File: config.mk
export PLATFORM = sky130hd
export DESIGN_NAME = sesc_ctrl
export DESIGN_NICKNAME = d
export VERILOG_FILES = /design/src/hw/sesc_pkg.sv /design/src/hw/sesc_ctrl.sv /design/src/hw/sesc_motion.sv /design/src/hw/sesc_sync.sv
export VERILOG_INCLUDE_DIRS = /design/src /design/src/hw
export SDC_FILE = /design/constraint.sdc
export NUM_CORES = 1
export LEC_CHECK = 0
export BUFFER_PORTS_ARGS = -buffer_cell sky130_fd_sc_hd__buf_2
export CORE_MARGIN = 10
export CORE_UTILIZATION = 35
export CTS_CLUSTER_SIZE = 20
export DETAILED_ROUTE_END_ITERATION = 12
export PLACE_DENSITY = 0.54
export SYNTH_ARGS = -nofsm -noshare
export SYNTH_HDL_FRONTEND = slang
export SYNTH_SLANG_ARGS = --single-unit
File: constraint.sdc
create_clock -name pclk -period 33.3 [get_ports pclk]
set_clock_uncertainty 0.2 [all_clocks]
set_input_delay 1.665 -clock pclk [delete_from_list [all_inputs] [get_ports pclk]]
set_output_delay 1.665 -clock pclk [all_outputs]
set_load 0.05 [all_outputs]
File: src/hw/sesc_map.svh
// Register offsets, field positions, reset values and timing of the stop control
`ifndef SESC_MAP_SVH
`define SESC_MAP_SVH

`define SESC_OFF_CTRL     8'h00
`define SESC_OFF_TRAVEL   8'h04
`define SESC_OFF_SPEED    8'h08
`define SESC_OFF_ACCEL    8'h0C
`define SESC_OFF_CMD      8'h10
`define SESC_OFF_STATUS   8'h14
`define SESC_OFF_CMDPOS   8'h18
`define SESC_OFF_DEV      8'h1C

`define SESC_CTRL_BRAKE   0
`define SESC_CTRL_SSEL_LO 1
`define SESC_CTRL_SSEL_HI 2
`define SESC_CTRL_BLK     3
`define SESC_CMD_FWD      0
`define SESC_CMD_REV      1

`define SESC_ST_READY     0
`define SESC_ST_EXCITE    1
`define SESC_ST_BRAKE     2
`define SESC_ST_MOVING    3
`define SESC_ST_INPOS     4
`define SESC_ST_FWPROH    5
`define SESC_ST_RVPROH    6
`define SESC_ST_DIR       7
`define SESC_ST_STATE_LO  8
`define SESC_ST_STATE_HI  10

`define SESC_RST_SSEL     2'h3
`define SESC_RST_BLK      1'h1
`define SESC_RST_SPEED    16'h0100
`define SESC_RST_ACCEL    16'h0010

`define SESC_CLK_NS       20
`define SESC_CYCLE_NS     1000

`endif

File: src/hw/sesc_pkg.sv
// Types shared by the stop control design
`default_nettype none
package sesc_pkg;
   typedef enum logic [2:0] {
      SESC_OFF  = 3'h0,
      SESC_ENG  = 3'h1,
      SESC_REL  = 3'h2,
      SESC_ON   = 3'h3,
      SESC_DRDY = 3'h4,
      SESC_BRK  = 3'h5
   } sesc_state_e;
endpackage : sesc_pkg
`default_nettype wire

File: src/hw/sesc_ctrl.sv
// Servo excitation and stop input control with APB register access
//
// Overview of operation
// Excite request energises windings first, then raises ready.
// With a brake, excitation completes before the brake releases.
// Excite request removed: ready drops first, then excitation is removed.
// With a brake, brake engages before excitation is removed.
// Free-run cuts motor current and releases any holding brake.
// Energised: free-run drops ready then de-energises; release reverses it.
// De-energised: free-run releases the brake; its release re-engages it.
// No stop-type input ever raises in-position.
// Deviation clear zeroes deviation, halts at feedback position, drops travel.
// Ready returns when deviation clear goes inactive.
// Two-bit stop action: 0 immediate, 1 soft decel, 2 hard decel, 3 both; code: bit 0 stop, bit 1 stop-and-de-energise, 1 = decel.
// Stop-and-de-energise stops, drops travel, de-energises once stopped while held.
// Released during deceleration: finish stopping, stay energised, then ready.
// Released after de-energising: re-energise, then ready.
// Immediate stop holds the command position latched at detection.
// Plain stop stops, drops travel; ready after release if stopped while held.
// Plain stop released during deceleration: stop fully, then ready.
// Forward block stops forward motion only, reverse block reverse only.
// Starts toward an active block are ignored; opposite starts accepted.
// Block action bit: 0 immediate, 1 deceleration stop; default 1.
// Block inputs raise forward and reverse prohibited flags.
// Ready after a block stop; opposite start drops ready and moves.
// Ready means energised, idle and able to take a start.
// Inputs sampled each control cycle, edges from the previous sample.
//
// Implementation choices: the register addresses and the APB register port.
`include "sesc_map.svh"
`default_nettype none
module sesc_ctrl #(
   parameter int W       = 32,
   parameter int VW      = 16,
   parameter int DIV_CYC = (`SESC_CYCLE_NS + `SESC_CLK_NS - 1) / `SESC_CLK_NS
) (
   input  wire logic         pclk,
   input  wire logic         presetn,
   input  wire logic         psel,
   input  wire logic         penable,
   input  wire logic         pwrite,
   input  wire logic [7:0]   paddr,
   input  wire logic [31:0]  pwdata,
   output logic      [31:0]  prdata,
   output logic              pready,
   output logic              pslverr,
   input  wire logic         excite_req,
   input  wire logic         free_run,
   input  wire logic         deviation_clear,
   input  wire logic         stop_req,
   input  wire logic         stop_and_deenergise,
   input  wire logic         forward_block,
   input  wire logic         reverse_block,
   input  wire logic [W-1:0] fb_pos,
   output logic              ready,
   output logic              excite_on,
   output logic              brake_release,
   output logic              in_position,
   output logic              fw_prohibit,
   output logic              rv_prohibit,
   output logic              moving,
   output logic      [W-1:0] cmd_pos
);
   localparam int NIN = 7;

   logic [NIN-1:0]        pins_s;
   logic                  exc_s;
   logic                  free_s;
   logic                  clr_s;
   logic                  stop_s;
   logic                  soff_s;
   logic                  fwb_s;
   logic                  rvb_s;
   logic                  stop_prev_r;
   logic                  soff_prev_r;
   logic [15:0]           div_r;
   logic                  tick;
   logic                  brake_fit_r;
   logic [1:0]            ssel_r;
   logic                  blk_dec_r;
   logic [W-1:0]          travel_r;
   logic [VW-1:0]         speed_r;
   logic [VW-1:0]         accel_r;
   logic                  pend_fwd_r;
   logic                  pend_rev_r;
   logic                  soff_off_r;
   sesc_pkg::sesc_state_e st_r;
   sesc_pkg::sesc_state_e st_nxt;
   logic                  want;
   logic                  imm;
   logic                  dcl;
   logic                  start_go;
   logic                  start_rev;
   logic                  mv_rev;
   logic                  mv_done;
   logic                  wr;
   logic                  setup;
   logic                  mapped;
   logic [31:0]           status;
   logic [31:0]           rd_nxt;

   sesc_sync #(
      .W (NIN)
   ) u_sync (
      .pclk      (pclk),
      .presetn   (presetn),
      .pin_in    ({reverse_block, forward_block, stop_and_deenergise, stop_req,
                   deviation_clear, free_run, excite_req}),
      .level_out (pins_s)
   );
   assign {rvb_s, fwb_s, soff_s, stop_s, clr_s, free_s, exc_s} = pins_s;

   // Control cycle strobe
   always_ff @(posedge pclk or negedge presetn) begin
      if (!presetn) begin
         div_r <= '0;
      end else if (div_r == 16'(DIV_CYC - 1)) begin
         div_r <= '0;
      end else begin
         div_r <= div_r + 16'h0001;
      end
   end
   assign tick = (div_r == 16'(DIV_CYC - 1));

   // sample per cycle
   always_ff @(posedge pclk or negedge presetn) begin
      if (!presetn) begin
         stop_prev_r <= 1'b0;
         soff_prev_r <= 1'b0;
      end else if (tick) begin
         stop_prev_r <= stop_s;
         soff_prev_r <= soff_s;
      end
   end

   // APB slave: zero wait states, error on unmapped offsets
   assign pready = 1'b1;
   assign setup  = psel && !penable;
   assign wr     = psel && penable && pwrite;
   always_comb begin
      case (paddr)
         `SESC_OFF_CTRL, `SESC_OFF_TRAVEL, `SESC_OFF_SPEED, `SESC_OFF_ACCEL,
         `SESC_OFF_CMD, `SESC_OFF_STATUS, `SESC_OFF_CMDPOS, `SESC_OFF_DEV: begin
            mapped = 1'b1;
         end
         default: begin
            mapped = 1'b0;
         end
      endcase
   end
   assign pslverr = psel && penable && !mapped;

   // stop action select
   // block action select
   always_ff @(posedge pclk or negedge presetn) begin
      if (!presetn) begin
         brake_fit_r <= 1'b0;
         ssel_r      <= `SESC_RST_SSEL;
         blk_dec_r   <= `SESC_RST_BLK;
         travel_r    <= '0;
         speed_r     <= `SESC_RST_SPEED;
         accel_r     <= `SESC_RST_ACCEL;
      end else if (wr) begin
         case (paddr)
            `SESC_OFF_CTRL: begin
               brake_fit_r <= pwdata[`SESC_CTRL_BRAKE];
               ssel_r      <= pwdata[`SESC_CTRL_SSEL_HI:`SESC_CTRL_SSEL_LO];
               blk_dec_r   <= pwdata[`SESC_CTRL_BLK];
            end
            `SESC_OFF_TRAVEL: begin
               travel_r <= pwdata[W-1:0];
            end
            `SESC_OFF_SPEED: begin
               speed_r <= pwdata[VW-1:0];
            end
            `SESC_OFF_ACCEL: begin
               accel_r <= pwdata[VW-1:0];
            end
            default: begin
            end
         endcase
      end
   end

   // Start requests wait for the next control cycle; a new write wins over consumption
   always_ff @(posedge pclk or negedge presetn) begin
      if (!presetn) begin
         pend_fwd_r <= 1'b0;
         pend_rev_r <= 1'b0;
      end else if (wr && paddr == `SESC_OFF_CMD) begin
         pend_fwd_r <= pwdata[`SESC_CMD_FWD];
         pend_rev_r <= pwdata[`SESC_CMD_REV];
      end else if (tick) begin
         pend_fwd_r <= 1'b0;
         pend_rev_r <= 1'b0;
      end
   end

   // blocked direction refused
   // only from ready
   always_comb begin
      start_rev = !pend_fwd_r || fwb_s;
      start_go  = tick && ready &&
                  ((pend_fwd_r && !fwb_s) || (pend_rev_r && !rvb_s));
   end

   // per-input stop manner
   // immediate halt freezes position
   // direction-specific block stop
   always_comb begin
      imm = 1'b0;
      dcl = 1'b0;
      if (stop_s && !stop_prev_r) begin
         if (ssel_r[0]) begin
            dcl = 1'b1;
         end else begin
            imm = 1'b1;
         end
      end
      if (soff_s && !soff_prev_r) begin
         if (ssel_r[1]) begin
            dcl = 1'b1;
         end else begin
            imm = 1'b1;
         end
      end
      if (moving && ((fwb_s && !mv_rev) || (rvb_s && mv_rev))) begin
         if (blk_dec_r) begin
            dcl = 1'b1;
         end else begin
            imm = 1'b1;
         end
      end
      // Losing torque mid-move must not leave the profile running
      if (st_r != sesc_pkg::SESC_ON) begin
         imm = 1'b1;
      end
   end

   // clear loads feedback position
   sesc_motion #(
      .W  (W),
      .VW (VW)
   ) u_motion (
      .pclk      (pclk),
      .presetn   (presetn),
      .tick      (tick),
      .start     (start_go),
      .start_rev (start_rev),
      .travel    (travel_r),
      .speed     (speed_r),
      .accel     (accel_r),
      .halt      (tick && imm),
      .decel     (tick && dcl),
      .load      (tick && clr_s),
      .load_pos  (fb_pos),
      .cmd_pos   (cmd_pos),
      .moving    (moving),
      .rev       (mv_rev),
      .done      (mv_done)
   );

   // de-energise once stopped
   // release during decel keeps torque
   always_ff @(posedge pclk or negedge presetn) begin
      if (!presetn) begin
         soff_off_r <= 1'b0;
      end else if (tick) begin
         if (!soff_s) begin
            soff_off_r <= 1'b0;
         end else if (!moving) begin
            soff_off_r <= 1'b1;
         end
      end
   end

   // free-run removes excitation
   assign want = exc_s && !free_s && !soff_off_r;

   // energise before ready
   // excite before brake release
   // ready drops before de-energise
   // brake engages before de-energise
   // free-run follows same order
   // re-energise after release
   always_comb begin
      st_nxt = st_r;
      case (st_r)
         sesc_pkg::SESC_OFF: begin
            if (want) begin
               st_nxt = sesc_pkg::SESC_ENG;
            end
         end
         sesc_pkg::SESC_ENG: begin
            if (!want) begin
               st_nxt = sesc_pkg::SESC_OFF;
            end else if (brake_fit_r) begin
               st_nxt = sesc_pkg::SESC_REL;
            end else begin
               st_nxt = sesc_pkg::SESC_ON;
            end
         end
         sesc_pkg::SESC_REL: begin
            st_nxt = want ? sesc_pkg::SESC_ON : sesc_pkg::SESC_BRK;
         end
         sesc_pkg::SESC_ON: begin
            if (!want) begin
               st_nxt = sesc_pkg::SESC_DRDY;
            end
         end
         sesc_pkg::SESC_DRDY: begin
            st_nxt = brake_fit_r ? sesc_pkg::SESC_BRK : sesc_pkg::SESC_OFF;
         end
         sesc_pkg::SESC_BRK: begin
            st_nxt = sesc_pkg::SESC_OFF;
         end
         default: begin
            st_nxt = sesc_pkg::SESC_OFF;
         end
      endcase
   end

   always_ff @(posedge pclk or negedge presetn) begin
      if (!presetn) begin
         st_r <= sesc_pkg::SESC_OFF;
      end else if (tick) begin
         st_r <= st_nxt;
      end
   end

   // free-run releases brake when off
   always_ff @(posedge pclk or negedge presetn) begin
      if (!presetn) begin
         excite_on     <= 1'b0;
         brake_release <= 1'b0;
      end else begin
         excite_on     <= (st_r != sesc_pkg::SESC_OFF);
         brake_release <= brake_fit_r &&
                          ((st_r == sesc_pkg::SESC_REL) || (st_r == sesc_pkg::SESC_ON) ||
                           (st_r == sesc_pkg::SESC_DRDY) ||
                           (st_r == sesc_pkg::SESC_OFF && free_s));
      end
   end

   // ready after clear released
   // ready after stop released
   // ready at standstill
   // ready drops on accepted start
   always_ff @(posedge pclk or negedge presetn) begin
      if (!presetn) begin
         ready <= 1'b0;
      end else begin
         ready <= (st_r == sesc_pkg::SESC_ON) && !(tick && st_nxt != sesc_pkg::SESC_ON) &&
                  !moving && !start_go && !clr_s && !stop_s && !soff_s;
      end
   end

   // only a completed move sets in-position
   always_ff @(posedge pclk or negedge presetn) begin
      if (!presetn) begin
         in_position <= 1'b0;
      end else if (mv_done) begin
         in_position <= 1'b1;
      end else if (start_go || (tick && (imm || dcl || clr_s))) begin
         in_position <= 1'b0;
      end
   end

   // prohibition flags
   always_ff @(posedge pclk or negedge presetn) begin
      if (!presetn) begin
         fw_prohibit <= 1'b0;
         rv_prohibit <= 1'b0;
      end else begin
         fw_prohibit <= fwb_s;
         rv_prohibit <= rvb_s;
      end
   end

   always_comb begin
      status                                          = '0;
      status[`SESC_ST_READY]                          = ready;
      status[`SESC_ST_EXCITE]                         = excite_on;
      status[`SESC_ST_BRAKE]                          = brake_release;
      status[`SESC_ST_MOVING]                         = moving;
      status[`SESC_ST_INPOS]                          = in_position;
      status[`SESC_ST_FWPROH]                         = fw_prohibit;
      status[`SESC_ST_RVPROH]                         = rv_prohibit;
      status[`SESC_ST_DIR]                            = mv_rev;
      status[`SESC_ST_STATE_HI:`SESC_ST_STATE_LO]     = st_r;
      rd_nxt = '0;
      case (paddr)
         `SESC_OFF_CTRL: begin
            rd_nxt[`SESC_CTRL_BRAKE]                       = brake_fit_r;
            rd_nxt[`SESC_CTRL_SSEL_HI:`SESC_CTRL_SSEL_LO]  = ssel_r;
            rd_nxt[`SESC_CTRL_BLK]                         = blk_dec_r;
         end
         `SESC_OFF_TRAVEL: rd_nxt = 32'(travel_r);
         `SESC_OFF_SPEED:  rd_nxt = 32'(speed_r);
         `SESC_OFF_ACCEL:  rd_nxt = 32'(accel_r);
         `SESC_OFF_STATUS: rd_nxt = status;
         `SESC_OFF_CMDPOS: rd_nxt = 32'(cmd_pos);
         `SESC_OFF_DEV:    rd_nxt = 32'(cmd_pos - fb_pos);
         default:          rd_nxt = '0;
      endcase
   end

   // Read data captured in setup so it is stable through the access phase
   always_ff @(posedge pclk or negedge presetn) begin
      if (!presetn) begin
         prdata <= '0;
      end else if (setup) begin
         prdata <= pwrite ? 32'h0000_0000 : rd_nxt;
      end
   end
endmodule : sesc_ctrl
`default_nettype wire

File: src/hw/sesc_motion.sv
// Command position generator: ramped moves, deceleration and immediate halt
`default_nettype none
module sesc_motion #(
   parameter int W  = 32,
   parameter int VW = 16
) (
   input  wire logic          pclk,
   input  wire logic          presetn,
   input  wire logic          tick,
   input  wire logic          start,
   input  wire logic          start_rev,
   input  wire logic [W-1:0]  travel,
   input  wire logic [VW-1:0] speed,
   input  wire logic [VW-1:0] accel,
   input  wire logic          halt,
   input  wire logic          decel,
   input  wire logic          load,
   input  wire logic [W-1:0]  load_pos,
   output logic      [W-1:0]  cmd_pos,
   output logic               moving,
   output logic               rev,
   output logic               done
);
   logic [VW-1:0] vel_r;
   logic [VW-1:0] vel_nxt;
   logic [W-1:0]  rem_r;
   logic          dec_r;
   logic [VW:0]   up;
   logic [W-1:0]  step;
   logic          last;

   always_comb begin
      up = {1'b0, vel_r} + {1'b0, accel};
      if (dec_r) begin
         vel_nxt = (vel_r > accel) ? vel_r - accel : '0;
      end else if (up > {1'b0, speed}) begin
         vel_nxt = speed;
      end else begin
         vel_nxt = up[VW-1:0];
      end
      last = !dec_r && (rem_r <= W'(vel_nxt));
      step = last ? rem_r : W'(vel_nxt);
   end

   always_ff @(posedge pclk or negedge presetn) begin
      if (!presetn) begin
         cmd_pos <= '0;
         moving  <= 1'b0;
         rev     <= 1'b0;
         done    <= 1'b0;
         vel_r   <= '0;
         rem_r   <= '0;
         dec_r   <= 1'b0;
      end else begin
         done <= 1'b0;
         if (halt || load) begin
            // Freeze where the command stands, or at load_pos on load; remaining travel is dropped
            moving <= 1'b0;
            vel_r  <= '0;
            rem_r  <= '0;
            dec_r  <= 1'b0;
            if (load) begin
               cmd_pos <= load_pos;
            end
         end else if (start && !moving && travel != '0) begin
            moving <= 1'b1;
            rev    <= start_rev;
            rem_r  <= travel;
            vel_r  <= '0;
            dec_r  <= 1'b0;
         end else if (decel && moving && !dec_r) begin
            dec_r <= 1'b1;
            rem_r <= '0;
         end else if (tick && moving) begin
            cmd_pos <= rev ? cmd_pos - step : cmd_pos + step;
            vel_r   <= vel_nxt;
            rem_r   <= rem_r - step;
            if (last || (dec_r && vel_nxt == '0)) begin
               moving <= 1'b0;
               dec_r  <= 1'b0;
               done   <= last;
            end
         end
      end
   end
endmodule : sesc_motion
`default_nettype wire

File: src/hw/sesc_sync.sv
// Three-stage input synchroniser; a change is taken when stages two and three agree
`default_nettype none
module sesc_sync #(
   parameter int W = 7
) (
   input  wire logic         pclk,
   input  wire logic         presetn,
   input  wire logic [W-1:0] pin_in,
   output logic      [W-1:0] level_out
);
   for (genvar i = 0; i < W; i++) begin : g_bit
      logic s1_r;
      logic s2_r;
      logic s3_r;
      always_ff @(posedge pclk or negedge presetn) begin
         if (!presetn) begin
            s1_r         <= 1'b0;
            s2_r         <= 1'b0;
            s3_r         <= 1'b0;
            level_out[i] <= 1'b0;
         end else begin
            s1_r <= pin_in[i];
            s2_r <= s1_r;
            s3_r <= s2_r;
            if (s2_r == s3_r) begin
               level_out[i] <= s3_r;
            end
         end
      end
   end
endmodule : sesc_sync
`default_nettype wire

==> impl_metrics.tcl, run 1 <==
set metrics [dict create \
    end_kind "flop" \
    cts_buffers 30 \
    rr_endpoint "u_motion.cmd_pos[31]" \
    ys_ff_latch 242 \
    ios 157 \
    synth_nets 2372 \
    path_class "reg -> reg" \
    rsz0062_at_grt "false" \
    worst_pin_slew_ns 1.29 \
    clock_sink_count 242 \
    syn_to_final_growth_pct 14.5 \
    grt_remaining_overflow 0 \
    cpPeakStageDelay_ns 0.79 \
    p_per_area_nw_per_um2 38.5 \
    post_cts_resized 0 \
    ys_async_sr_fraction_pct 100 \
    whs_path_depth 0 \
    cp_data_required_time_ns 33.57 \
    path_max_fanout 59 \
    drv_slew 0 \
    grt_pass1_vias 16600 \
    synth_flop_cell "dfrtp_1" \
    grt_use_total_pct 22.8 \
    synth.avg_cell_area_sq_um 8.44 \
    clk_latency_ns 0.59 \
    path_clk_slew_ns 0.06 \
    startpoint_type "flop" \
    outcome "finished clean" \
    synth_top_area_cell "dfrtp_1" \
    grt_pass1_wl_mm 107 \
    whs_ns 0.147 \
    synth_cells 2140 \
    r2r_start "accel_r[4]" \
    synth_area_sq_um 18100 \
    arrival_ns 13.32 \
    drc 0 \
    hold_viol_final 0 \
    ys_seq_area_share_pct 33.6 \
    synthAdderAreaFrac_pct 10.8 \
    layout_min_cycle_time_ns 13.04 \
    cpMostUsedCell "ha_1" \
    ys_types 88 \
    final_cell_mix "dfrtp_1, nand2_1, nor2_1, a21oi_1, o21ai_0" \
    fp.coreArea_sq_um 51200 \
    finalSetupViolations 0 \
    cts_max_level 1 \
    critPathSlowestCell "a2111oi_0" \
    hold_class "reg -> reg" \
    antenna_left 0 \
    cts_tree "yes" \
    drt_first_iter_violations 1414 \
    synth_top_family_by_area "compound AO/OA/AOI/OAI gates" \
    muxShareOfSynthArea_pct 4.45 \
    viasPerCell 5.80 \
    yosys_warnings 0 \
    nNetsFinal 2487 \
    synth_top_area_share_pct 32.8 \
    critPathCapture "u_motion.cmd_pos[31]" \
    grt_max_degree 117 \
    synthTopCellsByArea "dfrtp_1, ha_1, a21oi_1" \
    synthXorXnorAreaFrac_pct 5.24 \
    initial_core_util_pct 35.3 \
    cap_violations 0 \
    slew_headroom_pct 13.9 \
    drive_above_1_share_pct 14.1 \
    clockBufferDepth 3 \
    finalCritPeriodShare_pct 39.2 \
    drt-pass1-iter-count 9 \
    critPathTopFamily "compound AO/OA/AOI/OAI gates" \
    vias 17200 \
    wl_mm 71.3 \
    path_buf_inv 4 \
    dpl.hpwl_mm 55.4 \
    dieArea_sq_um 61100 \
    yosys.area_share.simple_pct 18.8 \
    dieHeight_microns 247 \
    final_common_cell "dfrtp_1" \
    antenna_found_initial 4 \
    setup.worst_path.start "accel_r[4]" \
    r2r_slack_ns 20.26 \
    setup-tns-final_ns 0 \
    portBuffers 155 \
    antenna_cells 0 \
    rows 83 \
    clock.fmax_ghz 0.0767 \
    cts_setup_buffers 0 \
    leakagePower_nw 9.39 \
    synth_edf_count 0 \
    die_width_microns 247 \
    critical_path_cell_count 47 \
    gp_congestion 0.976 \
    clockRootBuffer "clkbuf_16" \
    ir_worst_vdd_mv 0.0361 \
    wire_per_inst_microns 24.1 \
    synth_compound_area_share_pct 22.4 \
    ctsHoldBuffers 0 \
    r2r_cells 47 \
]
## Yosys cell counts (all sizes together) (11+ instances only)
cell / instances
dfrtp: 237
nand2: 218
nor2: 196
a21oi: 171
o21ai: 163
ha: 143
inv: 124
clkbuf: 85
xnor2: 61
nor3: 53
nand3: 52
xor2: 47
mux2: 41
a21o: 33
nor4: 33
mux2i: 32
a211oi: 29
nand4: 29
nor2b: 25
nand2b: 19
and3: 18
or3: 17
a221oi: 16
a22oi: 16
o21a: 16
a31oi: 15
and2: 14
o211ai: 14
a22o: 13
o22ai: 12
or2: 12
buf: 11
o31ai: 11
## layout make-up
type | count | area, sq um
repair buffers | 179 | 966
well taps | 680 | 851
clock inverters | 17 | 249
fillers | 5170 | 30500
flip-flops and latches | 242 | 6060
inverters | 124 | 465
multi-input cells | 1678 | 11200
clock buffers | 39 | 876
## through the flow
stage                     power, mW  instance area (sq um)  instances  utilization [%]  worst slack (ns)
after floorplan               0.380                  18100       2140                -             22.55
after global placement        0.424                  19600       2903             38.2             20.77
after detailed placement      0.425                  19600       2903             38.2             20.46
after CTS                     0.802                  20700       2959             40.4             20.39
after global routing          0.828                  20700       2959             40.4             19.18
final                         0.796                  20700       2959             40.4             20.26
## state kept, by name, summed over array words and instances (netlist names), 16 cells and up
register / cells
accel_r: 16
div_r: 16
prdata: 32
speed_r: 16
travel_r: 32
u_motion.cmd_pos: 32
u_motion.rem_r: 32
u_motion.vel_r: 16
## power by group
group          leakage, nW  switching [mW]  internal (mW)
Sequential            2.97         0.00409          0.299
Combinational         5.87          0.0799         0.0390
Clock                0.546           0.143          0.231
Total                 9.39           0.227          0.569
## worst min-delay path by stage
stage                          from                   end  slack, ns
6_report       u_sync.g_bit[1].s1_r  u_sync.g_bit[1].s2_r       0.15
3_3_place_gp   u_sync.g_bit[6].s1_r  u_sync.g_bit[6].s2_r       0.13
2_1_floorplan  u_sync.g_bit[0].s1_r  u_sync.g_bit[0].s2_r       0.13
5_1_grt        u_sync.g_bit[0].s1_r  u_sync.g_bit[0].s2_r       0.15
3_5_place_dp   u_sync.g_bit[1].s1_r  u_sync.g_bit[1].s2_r       0.13
4_1_cts        u_sync.g_bit[1].s1_r  u_sync.g_bit[1].s2_r       0.15
## logic make-up (layout without fill, tap and decap cells)
| logic type | after synthesis | after routing |
|---|---|---|
| mux | 74 | 74 |
| buf+inv | 220 | 359 |
| xor+xnor | 108 | 108 |
| fa+ha+maj | 155 | 155 |
| compound gates | 620 | 620 |
| flops | 242 | 242 |
| other cells | 1 | 1 |
| simple gates | 720 | 720 |
## layer usage
metal | vias to the layer above | part of all wire [%] | global-route usage [%]
li1 | 8000 | - | -
met1 | 8420 | 45 | 31.1
met2 | 623 | 44 | 35.4
met3 | 112 | 7.9 | 4.57
met4 | 2 | 3.4 | 7.80
met5 | - | 0.018 | 0
No activity file was read; power rests on OpenSTA's default activity.
==> inputs of run 2 (changes only) <==
--- a/config.mk
+++ b/config.mk
@@ -11,7 +11,7 @@
 export CORE_UTILIZATION = 35
 export CTS_CLUSTER_SIZE = 20
 export DETAILED_ROUTE_END_ITERATION = 12
-export PLACE_DENSITY = 0.54
+export PLACE_DENSITY = 0.55
 export SYNTH_ARGS = -nofsm -noshare
 export SYNTH_HDL_FRONTEND = slang
 export SYNTH_SLANG_ARGS = --single-unit
==> constraint.sdc (replaced) <==
create_clock -name pclk -period 10.5 [get_ports pclk]
set_clock_uncertainty 0.2 [all_clocks]
set_input_delay 0.525 -clock pclk [delete_from_list [all_inputs] [get_ports pclk]]
set_output_delay 0.525 -clock pclk [all_outputs]
set_load 0.05 [all_outputs]
==> run 2 against run 1 <==
  * Via count increased by 2.5%
  * Sequential share of layout area decreased by 1.8 points
  * Critical path depth increased by 1
  * Core utilization increased by 2.6 points
  * Sequential power increased to 3.2 times the previous value
  * Critical path type unchanged
  * Largest power group unchanged
==> impl_metrics.tcl, run 2 (synthesis results as in run 1) <==
set metrics [dict create \
    outcome "finished clean" \
    cts_max_level 1 \
    wire_per_inst_microns 22.7 \
    drt_first_iter_violations 1426 \
    clock.fmax_ghz 0.100 \
    worst_pin_slew_ns 1.15 \
    fin_ws_ns 0.521 \
    antenna_left 0 \
    clockBufferDepth 3 \
    final_cell_mix "dfrtp_1, nand2_1, nor2_1, a21oi_1, buf_2" \
    ios 157 \
    slew_headroom_pct 23.1 \
    cp_data_required_time_ns 10.79 \
    drv_slew 0 \
    grt_max_degree 128 \
    gp_congestion 0.998 \
    die_width_microns 247 \
    drive_above_1_share_pct 18.5 \
    clk_latency_ns 0.61 \
    wl_met1_mm 31.0 \
    path_clk_slew_ns 0.07 \
    clock_sink_count 242 \
    whs_ns 0.0249 \
    portBuffers 155 \
    clockRootBuffer "clkbuf_16" \
    drc 0 \
    grt_remaining_overflow 0 \
    drt-pass1-iter-count 7 \
    fin_area_sq_um 22000 \
    final_util_pct 43.0 \
    nNetsFinal 2618 \
    path_max_fanout 8 \
    syn_to_final_growth_pct 21.8 \
    dieArea_sq_um 61100 \
    cts_buffers 31 \
    hold_viol_final 0 \
    whs_path_depth 3 \
    hold_class "in -> reg" \
    grt_pass1_wl_mm 104 \
    r2r_cells 48 \
    leakagePower_nw 10.1 \
    setup-tns-final_ns 0 \
    p_clk_share_pct 45.9 \
    dr_wl_met3_mm 5.97 \
    min_to "accel_r[3]" \
    dieHeight_microns 247 \
    top_layer_used "met5" \
    cts_tree "yes" \
    cpPeakStageDelay_ns 0.53 \
    grt_pass1_vias 17000 \
    antenna_cells 0 \
    place_area_sq_um 20300 \
    power.switching_mw 0.760 \
    path_class "reg -> reg" \
    r2r_slack_ns 0.52 \
    initial_core_util_pct 35.3 \
    p_per_area_nw_per_um2 121 \
    startpoint_type "flop" \
    ir_worst_vdd_mv 0.148 \
    critPathSlowestCell "dfstp_2" \
    viasPerCell 5.69 \
    rows 83 \
    combPwrFrac_pct 18.1 \
    dpl.hpwl_mm 54.4 \
    end_kind "flop" \
    hold_start "pwdata[3]" \
    finalSetupViolations 0 \
    sequentialPowerShare_pct 36.0 \
    wl_mm 70.2 \
    rr_endpoint "u_motion.cmd_pos[31]" \
    fp.coreArea_sq_um 51200 \
    r2r_start "accel_r[4]" \
    cap_violations 0 \
    antenna_found_initial 1 \
    final_common_cell "dfrtp_1" \
    vias 17600 \
    swShare_pct 28.5 \
    grt_use_total_pct 22.2 \
    finalCritPeriodShare_pct 95.0 \
    routed-wl-met2_mm 30.4 \
    arrival_ns 10.27 \
    p_int_mw 1.91 \
    place_worst_setup_slack_ns 0.139 \
    layout_min_cycle_time_ns 9.98 \
]
-- run 2: changes by cell type in the layout (fill, tap and decap cells not counted), sizes merged --
cell         delta
clkinvlp        -2
inv             +3
clkinv          -1
buf            +95
dlygate4sd3    +35
bufinv          +2
-- run 2: stage by stage --
stage / cells / total power, mW
2_1_floorplan: 2140 / 1.20
6_report: 3091 / 2.67
4_1_cts: 3090 / 2.68
3_3_place_gp: 2997 / 1.44
3_5_place_dp: 2997 / 1.44
5_1_grt: 3091 / 2.77
-- run 2: critical path: cells and delay by family, from the launching register on --
kind                     cells  cell delay [ns]
buffers and inverters        4             0.54
flip-flops                   1             0.53
AND/OR/NAND/NOR             15             2.59
XOR/XNOR                     3             0.53
adder cells (fa/ha/maj)      5             1.35
AO/OA/AOI/OAI               21             4.12
-- run 2: how the worst max path moves through the flow --
stage	start	end	slack, ns
5_1_grt	accel_r[4]	u_motion.cmd_pos[31]	-0.06
6_report	accel_r[4]	u_motion.cmd_pos[31]	0.52
3_5_place_dp	accel_r[4]	u_motion.cmd_pos[30]	0.14
4_1_cts	accel_r[4]	u_motion.cmd_pos[30]	0.02
3_3_place_gp	accel_r[4]	u_motion.cmd_pos[30]	0.23
2_1_floorplan	accel_r[4]	u_motion.cmd_pos[30]	0.02
-- run 2: cell type report --
class                           count  area (sq um)
Clock buffer                       39           846
Clock inverter                     19           323
Fill cell                        5089         29200
Inverter                          124           465
Multi-Input combinational cell   1678         11400
Sequential cell                   242          6060
Tap cell                          680           851
Timing Repair Buffer              309          2060
-- run 2: metal layers --
metal / up-vias / GRT usage (%)
met5: - / 0
met4: 2 / 8.19
met2: 634 / 34.2
li1: 8260 / -
met3: 135 / 6.48
met1: 8563 / 29.0
-- run 2: power groups by stage --
stage               clock network, mW  registers (mW)  logic (mW)
global placement                    0           0.978       0.457
detailed placement                  0           0.978       0.458
finish                           1.22           0.961       0.483
floorplan                           0           0.975       0.229
global route                     1.28           0.962       0.521
CTS                              1.25           0.961       0.470
-- run 2: what timing repair did --
action | 4_1_cts | 5_1_grt
setup endpoints to repair | 0 | 45
resized for setup | 0 | 52
hold buffers | 35 | 0
endpoints found under the hold margin | 156 | 0
setup buffers | 0 | 1
==> inputs of run 3 (changes only) <==
--- a/config.mk
+++ b/config.mk
@@ -11,7 +11,7 @@
 export CORE_UTILIZATION = 35
 export CTS_CLUSTER_SIZE = 20
 export DETAILED_ROUTE_END_ITERATION = 12
-export PLACE_DENSITY = 0.55
+export PLACE_DENSITY = 0.54
 export SYNTH_ARGS = -nofsm -noshare
 export SYNTH_HDL_FRONTEND = slang
 export SYNTH_SLANG_ARGS = --single-unit
==> constraint.sdc (replaced) <==
create_clock -name pclk -period 10.9 [get_ports pclk]
set_clock_uncertainty 0.2 [all_clocks]
set_input_delay 0.545 -clock pclk [delete_from_list [all_inputs] [get_ports pclk]]
set_output_delay 0.545 -clock pclk [all_outputs]
set_load 0.05 [all_outputs]
==> run 3 against run 2 <==
  * Cell count decreased by 2.2%
  * Core utilization fell by 1.2 points
  * Count of clock-buffer cells in the layout shrank 1
  * Final area decreased by 2.8%
  * Wire length is 0.62% higher
  * Register-to-register slack hardly changed
  * Hold slack worse by 0.0018 ns
  * Sequential power shrank 3.6%
  * Combinational power down 11%
  * Clock power decreased by 9%
  * Non-clock buffer count fell by 65
  * Global-route usage grew 0.23 points
==> impl_metrics.tcl, run 3 (synthesis results as in run 1) <==
set metrics [dict create \
    path_class "reg -> reg" \
    initial_core_util_pct 35.3 \
    antenna_left 0 \
    vias 17500 \
    path_max_fanout 10 \
    p_per_area_nw_per_um2 116 \
    antenna_cells 0 \
    cts_max_level 1 \
    clk_latency_ns 0.59 \
    r2r_cells 47 \
    p_clk_share_pct 45.1 \
    r2r_slack_ns 0.51 \
    drv_slew 0 \
    syn_to_final_growth_pct 18.3 \
    sequentialPowerShare_pct 37.5 \
    slew_headroom_pct 15.1 \
    gp_congestion 0.966 \
    clockBufferDepth 3 \
    combPwrFrac_pct 17.4 \
    die_width_microns 247 \
    outcome "finished clean" \
    drt_first_iter_violations 1662 \
    whs_path_depth 3 \
    final_cell_mix "dfrtp_1, nand2_1, nor2_1, a21oi_1, o21ai_0" \
    nNetsFinal 2552 \
    rr_endpoint "u_motion.cmd_pos[22]" \
    dieArea_sq_um 61100 \
    power_mw 2.47 \
    grt_use_total_pct 22.4 \
    ios 157 \
    drt-pass1-iter-count 9 \
    hold_start "pwdata[4]" \
    wl_mm 70.7 \
    drc 0 \
    r2r_start "accel_r[7]" \
    viasPerCell 5.78 \
    worst_pin_slew_ns 1.27 \
    layout_min_cycle_time_ns 10.39 \
    power.switching_mw 0.699 \
    cap_violations 0 \
    finalNonFillerCells 3024 \
    cts_tree "yes" \
    cts_buffers 30 \
    dieHeight_microns 247 \
    hold_viol_final 0 \
    path_clk_slew_ns 0.06 \
    grt_pass1_vias 16800 \
    ir_worst_vdd_mv 0.124 \
    cp_data_required_time_ns 11.14 \
    finalCritPeriodShare_pct 95.3 \
    finalSetupViolations 0 \
    startpoint_type "flop" \
    hold_class "in -> reg" \
    rsz0062_at_grt "true" \
    wire_per_inst_microns 23.4 \
    swShare_pct 28.3 \
    min_to "speed_r[4]" \
    clock_sink_count 242 \
    cpMostUsedCell "ha_1" \
    clockRootBuffer "clkbuf_16" \
    drive_above_1_share_pct 16.3 \
    p_int_mw 1.77 \
    final_common_cell "dfrtp_1" \
    grt_max_degree 108 \
    critPathSlowestCell "or3_1" \
    portBuffers 155 \
    setup-tns-final_ns 0 \
    fp.coreArea_sq_um 51200 \
    grt_pass1_wl_mm 106 \
    dpl.hpwl_mm 54.2 \
    arrival_ns 10.62 \
    cpPeakStageDelay_ns 0.48 \
    end_kind "flop" \
    rows 83 \
    dpl.cell_count 2934 \
    leakagePower_nw 9.73 \
    antenna_found_initial 0 \
    grt_remaining_overflow 0 \
    clock.fmax_ghz 0.0963 \
]
-- run 3: cell type report --
type | count | area (sq um)
Clock buffer | 38 | 852
Clock inverter | 18 | 253
Fill cell | 5117 | 29800
Inverter | 124 | 465
Multi-Input combinational cell | 1678 | 11400
Sequential cell | 242 | 6060
Tap cell | 680 | 851
Timing Repair Buffer | 244 | 1540
-- run 3: worst max-delay path, delay by kind of cell (launching register included) --
kind	cells	cell delay (ns)
buffers and inverters	5	0.63
adders and majority gates	5	1.49
xor gates and xnor gates	3	0.60
DFF	1	0.38
AOI/OAI and AO/OA	15	2.83
muxes	1	0.17
and+or+nand+nor	18	3.97
-- run 3: stage by stage --
step           utilization, %  area [sq um]  setup WS (ns)  hold WS (ns)
4_1_cts                  41.4         21200          0.107      0.000456
6_report                 41.8         21400          0.514        0.0231
3_5_place_dp             38.7         19800         0.0353         0.135
2_1_floorplan               -         18100          0.153        0.0494
5_1_grt                  41.8         21400        -0.0626        0.0134
3_3_place_gp             38.7         19800          0.129         0.133
-- run 3: worst max-delay path by stage --
stage	start	end	slack [ns]	cells past startpoint
final	accel_r[7]	u_motion.cmd_pos[22]	0.51	47
after global routing	accel_r[4]	u_motion.cmd_pos[30]	-0.06	50
after CTS	accel_r[4]	u_motion.cmd_pos[31]	0.11	46
after detailed placement	accel_r[4]	u_motion.cmd_pos[31]	0.04	46
after global placement	accel_r[4]	u_motion.cmd_pos[31]	0.13	46
after floorplan	accel_r[4]	u_motion.cmd_pos[31]	0.15	51
-- run 3: per-layer routing --
layer / vias up / part of all wire [%] / global-route usage (%)
met5: - / 0 / 0
met4: 0 / 2.8 / 6.44
met3: 116 / 7.9 / 3.97
met2: 671 / 45 / 35.6
met1: 8548 / 45 / 30.7
li1: 8133 / - / -
-- run 3: repair_timing --
action,4_1_cts,5_1_grt
pin swaps,0,10
hold buffers,28,0
buffers inserted,0,5
resized for setup,1,39
gates cloned,0,1
endpoints found under the setup margin,1,43
hold endpoints to repair,132,0
-- run 3: power by group through the flow --
stage	logic (mW)	clock network, mW	registers (mW)
4_1_cts	0.414	1.14	0.926
3_5_place_dp	0.404	0	0.942
2_1_floorplan	0.220	0	0.939
6_report	0.429	1.11	0.926
3_3_place_gp	0.402	0	0.942
5_1_grt	0.464	1.18	0.927
